[src/hdl/btc_pkg.sv]
// shared types and constants of the backplane transceiver control block
// assumes a single clock, the backplane clock, with a synchronous reset
package btc_pkg;

    // byte lane 3 width and the remaining address bits (23..19, 2..0)
    localparam int LANE_W = 8;
    localparam int REM_W  = 8;

    typedef enum logic [2:0] {
        ST_IDLE,
        ST_OWN_START,
        ST_OWN_WAIT,
        ST_OWN_HOLD,
        ST_TGT_WAIT,
        ST_TGT_ACK
    } btc_state_t;

    // strobes towards the external address/data transceivers
    typedef struct packed {
        logic captured_addr_out_enable_n;
        logic address_capture_clock;
        logic data_capture_clock;
        logic data_drive_enable_n;
        logic low_half_input_enable;
        logic high_half_input_enable;
        logic start_cycle_active;
    } btc_xcvr_t;

    // backplane start and acknowledge strobes, each with its enable
    typedef struct packed {
        logic start_n;
        logic start_oe_n;
        logic ack_n;
        logic ack_oe_n;
    } btc_ctl_t;

    localparam btc_xcvr_t XCVR_RST = '{
        captured_addr_out_enable_n: 1'b1,
        address_capture_clock:      1'b0,
        data_capture_clock:         1'b0,
        data_drive_enable_n:        1'b1,
        low_half_input_enable:      1'b0,
        high_half_input_enable:     1'b0,
        start_cycle_active:         1'b0
    };

    localparam btc_ctl_t CTL_RST = '{
        start_n:    1'b1,
        start_oe_n: 1'b1,
        ack_n:      1'b1,
        ack_oe_n:   1'b1
    };

    localparam logic OE_N_OFF = 1'b1;

endpackage : btc_pkg

[src/hdl/btc_cap.sv]
// load-enabled holding register for one group of directly carried lines
// assumes d is stable in the cycle in which load is high
`timescale 1ns/1ps
module btc_cap #(
    parameter int W = 8
) (
    input  wire logic         clk,
    input  wire logic         srst,
    input  wire logic         load,
    input  wire logic [W-1:0] d,
    output logic      [W-1:0] q
);

    logic [W-1:0] next_q;

    always_comb begin
        next_q = load ? d : q;
    end

    always_ff @(posedge clk) begin
        if (srst) begin
            q <= '0;
        end else begin
            q <= next_q;
        end
    end

endmodule : btc_cap

[src/hdl/btc_ctrl.sv]
// strobe generator for the backplane address/data transceivers
// assumes every input is synchronous to clk, the backplane clock, and that
// the sequencer decodes transfer mode and tells the target direction
`timescale 1ns/1ps
module btc_ctrl #(
    parameter int LANE_W = btc_pkg::LANE_W,
    parameter int REM_W  = btc_pkg::REM_W
) (
    input  wire logic              clk,
    input  wire logic              srst,
    input  wire logic              own_req,
    input  wire logic              own_write,
    input  wire logic              tgt_write,
    input  wire logic              tgt_done,
    output logic                   busy,
    input  wire logic              bp_start_n_in,
    input  wire logic              bp_ack_n_in,
    output btc_pkg::btc_ctl_t      bp_ctl,
    output btc_pkg::btc_xcvr_t     xcvr,
    input  wire logic [LANE_W-1:0] bp_lane3_in,
    output logic      [LANE_W-1:0] bp_lane3_out,
    output logic                   bp_lane3_oe_n,
    input  wire logic [LANE_W-1:0] loc_lane_in,
    output logic      [LANE_W-1:0] loc_lane_out,
    output logic                   loc_lane_oe_n,
    input  wire logic [REM_W-1:0]  bp_rem_in,
    output logic      [REM_W-1:0]  bp_rem_out,
    output logic                   bp_rem_oe_n,
    input  wire logic [REM_W-1:0]  loc_rem_in,
    output logic      [REM_W-1:0]  loc_rem_out,
    output logic                   loc_rem_oe_n
);

    ////////////////////////////////////////////////////////////////////////
    // sequencing state

    btc_pkg::btc_state_t state;
    btc_pkg::btc_state_t next_state;
    logic                dir_wr;
    logic                next_dir_wr;
    logic                own_go;
    logic                tgt_start;
    logic                bus_start;

    // start with ack low is an attention cycle, not a transfer
    assign bus_start = !bp_start_n_in && bp_ack_n_in;
    assign tgt_start = (state == btc_pkg::ST_IDLE) && bus_start;
    // a foreign start wins over our own request in the same cycle
    assign own_go    = (state == btc_pkg::ST_IDLE) && own_req && bp_start_n_in;
    assign busy      = (state != btc_pkg::ST_IDLE);

    always_comb begin
        next_state  = state;
        next_dir_wr = dir_wr;
        case (state)
            btc_pkg::ST_IDLE: begin
                if (tgt_start) begin
                    next_state  = btc_pkg::ST_TGT_WAIT;
                    next_dir_wr = tgt_write;
                end else if (own_go) begin
                    next_state  = btc_pkg::ST_OWN_START;
                    next_dir_wr = own_write;
                end
            end
            btc_pkg::ST_OWN_START: begin
                next_state = btc_pkg::ST_OWN_WAIT;
            end
            btc_pkg::ST_OWN_WAIT: begin
                if (!bp_ack_n_in) begin
                    next_state = dir_wr ? btc_pkg::ST_IDLE
                                        : btc_pkg::ST_OWN_HOLD;
                end
            end
            btc_pkg::ST_OWN_HOLD: begin
                next_state = btc_pkg::ST_IDLE;
            end
            btc_pkg::ST_TGT_WAIT: begin
                if (tgt_done) begin
                    next_state = btc_pkg::ST_TGT_ACK;
                end
            end
            btc_pkg::ST_TGT_ACK: begin
                next_state = btc_pkg::ST_IDLE;
            end
            default: begin
                next_state = btc_pkg::ST_IDLE;
            end
        endcase
    end

    always_ff @(posedge clk) begin
        if (srst) begin
            state  <= btc_pkg::ST_IDLE;
            dir_wr <= 1'b0;
        end else begin
            state  <= next_state;
            dir_wr <= next_dir_wr;
        end
    end

    ////////////////////////////////////////////////////////////////////////
    // strobes and drive enables, registered from the next state so that
    // inbound and outbound never overlap even for one cycle

    btc_pkg::btc_xcvr_t next_xcvr;
    btc_pkg::btc_ctl_t  next_ctl;
    logic               next_bp_lane3_oe_n;
    logic               next_loc_lane_oe_n;
    logic               next_bp_rem_oe_n;
    logic               next_loc_rem_oe_n;
    logic               addr_load;
    logic               data_load;
    logic               out_load;
    logic               inbound;

    // sampling of a start, our own included
    assign addr_load = bus_start && (state == btc_pkg::ST_IDLE
                       || state == btc_pkg::ST_OWN_START);
    // data moving toward the local bus: owner read or target write
    assign data_load = (state == btc_pkg::ST_OWN_WAIT && !dir_wr
                        && !bp_ack_n_in)
                     || (state == btc_pkg::ST_TGT_WAIT && dir_wr
                        && tgt_done);
    assign out_load  = (own_go && own_write)
                     || (state == btc_pkg::ST_TGT_WAIT && !dir_wr
                        && tgt_done);
    assign inbound   = (next_state == btc_pkg::ST_OWN_WAIT && !next_dir_wr)
                     || next_state == btc_pkg::ST_OWN_HOLD
                     || ((next_state == btc_pkg::ST_TGT_WAIT
                         || next_state == btc_pkg::ST_TGT_ACK)
                        && next_dir_wr);

    always_comb begin
        next_xcvr = btc_pkg::XCVR_RST;
        next_ctl  = btc_pkg::CTL_RST;
        next_xcvr.address_capture_clock = addr_load;
        next_xcvr.data_capture_clock    = data_load;
        // captured address stays on the local bus for the whole target access,
        // but a read ack drives data outbound, so the address lets go
        next_xcvr.captured_addr_out_enable_n =
            !(next_state == btc_pkg::ST_TGT_WAIT
              || (next_state == btc_pkg::ST_TGT_ACK
                  && next_dir_wr));
        next_xcvr.low_half_input_enable  = inbound;
        next_xcvr.high_half_input_enable = inbound;
        next_xcvr.start_cycle_active =
            (next_state == btc_pkg::ST_OWN_START);
        next_xcvr.data_drive_enable_n =
            !((next_state == btc_pkg::ST_OWN_WAIT && next_dir_wr)
              || (next_state == btc_pkg::ST_TGT_ACK
                  && !next_dir_wr));
        if (next_state == btc_pkg::ST_OWN_START) begin
            next_ctl.start_n    = 1'b0;
            next_ctl.start_oe_n = 1'b0;
        end
        if (next_state == btc_pkg::ST_TGT_ACK) begin
            next_ctl.ack_n    = 1'b0;
            next_ctl.ack_oe_n = 1'b0;
        end
        next_bp_lane3_oe_n = next_xcvr.data_drive_enable_n;
        next_loc_lane_oe_n = !inbound;
        next_bp_rem_oe_n   = !next_xcvr.start_cycle_active;
        next_loc_rem_oe_n  = next_xcvr.captured_addr_out_enable_n;
    end

    always_ff @(posedge clk) begin
        if (srst) begin
            xcvr          <= btc_pkg::XCVR_RST;
            bp_ctl        <= btc_pkg::CTL_RST;
            bp_lane3_oe_n <= btc_pkg::OE_N_OFF;
            loc_lane_oe_n <= btc_pkg::OE_N_OFF;
            bp_rem_oe_n   <= btc_pkg::OE_N_OFF;
            loc_rem_oe_n  <= btc_pkg::OE_N_OFF;
        end else begin
            xcvr          <= next_xcvr;
            bp_ctl        <= next_ctl;
            bp_lane3_oe_n <= next_bp_lane3_oe_n;
            loc_lane_oe_n <= next_loc_lane_oe_n;
            bp_rem_oe_n   <= next_bp_rem_oe_n;
            loc_rem_oe_n  <= next_loc_rem_oe_n;
        end
    end

    ////////////////////////////////////////////////////////////////////////
    // directly carried lines: byte lane 3 and the address remainder

    btc_cap #(.W(REM_W)) u_rem_in (
        .clk  (clk),
        .srst (srst),
        .load (addr_load),
        .d    (bp_rem_in),
        .q    (loc_rem_out)
    );

    btc_cap #(.W(REM_W)) u_rem_out (
        .clk  (clk),
        .srst (srst),
        .load (own_go),
        .d    (loc_rem_in),
        .q    (bp_rem_out)
    );

    btc_cap #(.W(LANE_W)) u_lane_in (
        .clk  (clk),
        .srst (srst),
        .load (data_load),
        .d    (bp_lane3_in),
        .q    (loc_lane_out)
    );

    btc_cap #(.W(LANE_W)) u_lane_out (
        .clk  (clk),
        .srst (srst),
        .load (out_load),
        .d    (loc_lane_in),
        .q    (bp_lane3_out)
    );
endmodule : btc_ctrl

[config.mk]
export PLATFORM = sky130hd
export DESIGN_NAME = btc_ctrl
export DESIGN_NICKNAME = d
export VERILOG_FILES = /design/src/hdl/btc_pkg.sv /design/src/hdl/btc_cap.sv /design/src/hdl/btc_ctrl.sv
export SDC_FILE = /design/constraint.sdc
export NUM_CORES = 1
export LEC_CHECK = 0
export ABC_CLOCK_PERIOD_IN_PS = 5300
export BUFFER_PORTS_ARGS = -buffer_cell sky130_fd_sc_hd__buf_2
export CAP_MARGIN = 25
export CORE_AREA = 10 10 91 69
export DETAILED_ROUTE_END_ITERATION = 16
export DIE_AREA = 0 0 101 79
export GPL_TIMING_DRIVEN = 0
export PLACE_DENSITY = 0.69
export SLEW_MARGIN = 10
export SYNTH_ARGS = -nofsm -noshare
export SYNTH_HDL_FRONTEND = slang
export SYNTH_SLANG_ARGS = --single-unit
[constraint.sdc]
create_clock -name clk -period 5.3 [get_ports clk]
set_clock_uncertainty 0.2 [all_clocks]
set_input_delay 0.795 -clock clk [delete_from_list [all_inputs] [get_ports clk]]
set_output_delay 0.795 -clock clk [all_outputs]
set_load 0.1 [all_outputs]
==> impl_results.md <==
* Hold_sp: u_rem_in.q[1]
* Initial antenna violation count at 0
* First DRT Iteration DRCs at about 50
* Slowest CP cell: dfxtp_1
* GR Util met2 at between 10% and 20%
* Core box area at roughly 4600 µm²
* Via density at 4.62
* Die height at ~79 µm
* Die X at approximately 100 µm
* Area contributors post-synth: dfxtp_1 (51%), mux2i_1 (9.7%), nand2_1 (7.1%), a21oi_1 (5.4%), nor2_1 (4.5%)
* Root Driver: clkbuf_8
* Setup WS pre-CTS at roughly 2.8 ns
* Clock slew at reported path FFs at around 0.08 ns
* Max cap viols at 0
* Crit path buf inv count at 3
* Overall power at 910 µW
* Final Cycle Share at between 40% and 50%
* Dpl hpwl at between 3000 and 4000 µm
* # DRC at 0
* Setup violations, final at 0
* Number of flops mapped to enable cells by yosys at 0
* Net Count, Synth at between 200 and 250
* Fin Setup TNS at 0 ns
* Rel. slew slack at a little over three fifths
* CP endpoint kind: output pin
* Mapped Area at 1750 µm²
* Row cnt at 21
* Post-route setup slack at 2.87 ns
* H-tree depth at 2
* Predominant post-synthesis flop cell: dfxtp_1
* Max VDD drop at ~0.28 mV
* Clock Latency Late Sink at between 0.2 and 0.3 ns
* Post-layout min period at about 2.4 ns
* Num Clock Sinks at 45
* TritonCTS clock tree: yes
* Largest net degree at the start of global routing at 14
* Reg2reg start: dir_wr
* CP max stage delay at about 0.30 ns
* TritonCTS Buffers at 5
* Cells after synthesis at slightly below 200
* Postcts setup bufs at 0
* Share of post-route cells with drive strength above 1 at roughly two fifths
* Area growth, synth to finish at 35.8%
* Number of diodes at 0
* Cell variety after synth at 37
* Synth warn at 0
* Ys async rst share at 0%
* Largest fanout on the critical path at 9
* Total GRT Usage at 12.0%
* Final core occ at about half
* DRT antenna net count at 0
* Top cell type by total area after synthesis: dfxtp_1
* DR WL/cell at roughly 14 µm
* Die ar. at 7980 µm²
* Total routed wirelength at 4770 µm
* CP startpoint kind: flop
* Routing usage on met3 at 7.09%
* Final hold violations at 0
* Number of global-route vias before repair at about 1600
* Leak at around 0.0011 µW
* Vias at 1598
* Overflow after GRT at 0
* CP dominant cell by count: buf_2
* RSZ-0062 raised after global routing: no
* Detailed Routing Iterations Pass 1 at 6
* I/O pins at 88
* Worst slew pin tran at 0.562 ns
* #FFs+latches synth at 45
* Seq/Total Area, Yosys at between 50% and 60%
* NumNets Final at 328
* Most common cell after layout, fill and taps aside: buf_2
* Met1 Resource Use GR at 14.8%
* Commonest non-fill, non-tap cells in the layout: buf_2 (93), dfxtp_1 (45), nand2_1 (33)
* Crit-path cells: buf_2, nor3_2, inv_2, buf_2
* Initial core utilization at 38.1%
* PwrDens at ~380 nW/µm²
* GRT busiest layer: met2
* Global-route wire length before repair at 7890 µm
* Post-cts hold buffer count at 0
* Status: completed
* Hold/Removal Path Class: reg2reg
* Mean Syn Cell Area at between 9 and 10 µm²
* Critical Path AT at 1.44 ns
* Yosys top cell area share at between 50% and 60%
* CP top delay family: buffers and inverters
* Slew Limit Fails at 0
* Routability cong. at ~0.8
* Critical setup path kind: reg2out
* Worst Path Required at ~4.3 ns
* Peak Freq at 0.411 GHz
* IO buf count at 87
* Resize count post-CTS at 0
* CTS Buffer Depth at 2
* Worst Setup SP: state[0]
## cell usage after synthesis, drive strengths merged (2+ instances only)
cell	count
clkbuf	4
nor2	21
or3	2
mux2i	17
nand2	33
buf	12
o21ai	4
inv	6
nand3b	2
nand3	2
nor3	5
nand2b	3
dfxtp	45
a21oi	21
## final cells by class
type | instances | area (µm²)
inverters | 6 | 22.5
clock inverters | 1 | 30.0
plain buffers | 16 | 88.8
flip-flops and latches | 45 | 901
well taps | 57 | 71.3
clock buffers | 7 | 86.3
multi-input cells | 126 | 742
fillers | 443 | 2220
repair buffers | 88 | 440
## state kept, by name (all words and copies together), names as in the netlist
name and cells:
loc_rem_oe_n 1, loc_lane_oe_n 1, u_lane_in.q 8, bp_lane3_oe_n 1
u_rem_in.q 8, xcvr 4, u_lane_out.q 8, bp_ctl 2
u_rem_out.q 8, dir_wr 1, state 3
## power breakdown
part | switching (µW) | internal (µW)
Sequential | 9.88 | 358
Combinational | 223 | 59.5
Clock | 106 | 154
Total | 339 | 571
## routing by layer
| metal | share of wire (%) | vias up |
|---|---|---|
| li1 | - | 830 |
| met3 | 13 | 2 |
| met5 | 0 | - |
| met4 | 0.36 | 0 |
| met1 | 46 | 707 |
| met2 | 41 | 59 |
## path summary, 6_finish.rpt
path / end / slack (ns) / cells past startpoint
max: busy / 2.87 / 4
min reg2reg: u_rem_in.q[1] / 0.25 / 2
max reg2reg: bp_ctl[3] / 3.32 / 4
min: u_rem_in.q[1] / 0.25 / 2
## tightest hold or removal path, stage by stage, from the launching register on
cell and delay [ns]:
dfxtp_1 0.31, nand2_1 0.05, a21oi_1 0.05
## cells by family (layout without fill, tap and decap cells)
group / count (synthesis) / after routing / share of synthesized area [%]
AOI/OAI and AO/OA: 32 / 32 / 11.8
buffers and inverters: 22 / 118 / 6.35
DFF: 45 / 45 / 51.4
muxes: 18 / 18 / 10.3
and+or+nand+nor: 76 / 76 / 20.1
## per-stage QoR
step	hold WS (ns)	cells	area (µm²)
2_1_floorplan	0.397	193	1750
5_1_grt	0.274	346	2380
3_3_place_gp	0.240	337	2260
3_5_place_dp	0.245	337	2260
6_report	0.253	346	2380
4_1_cts	0.256	345	2380
Note: power is estimated with default switching activity, not from simulation.
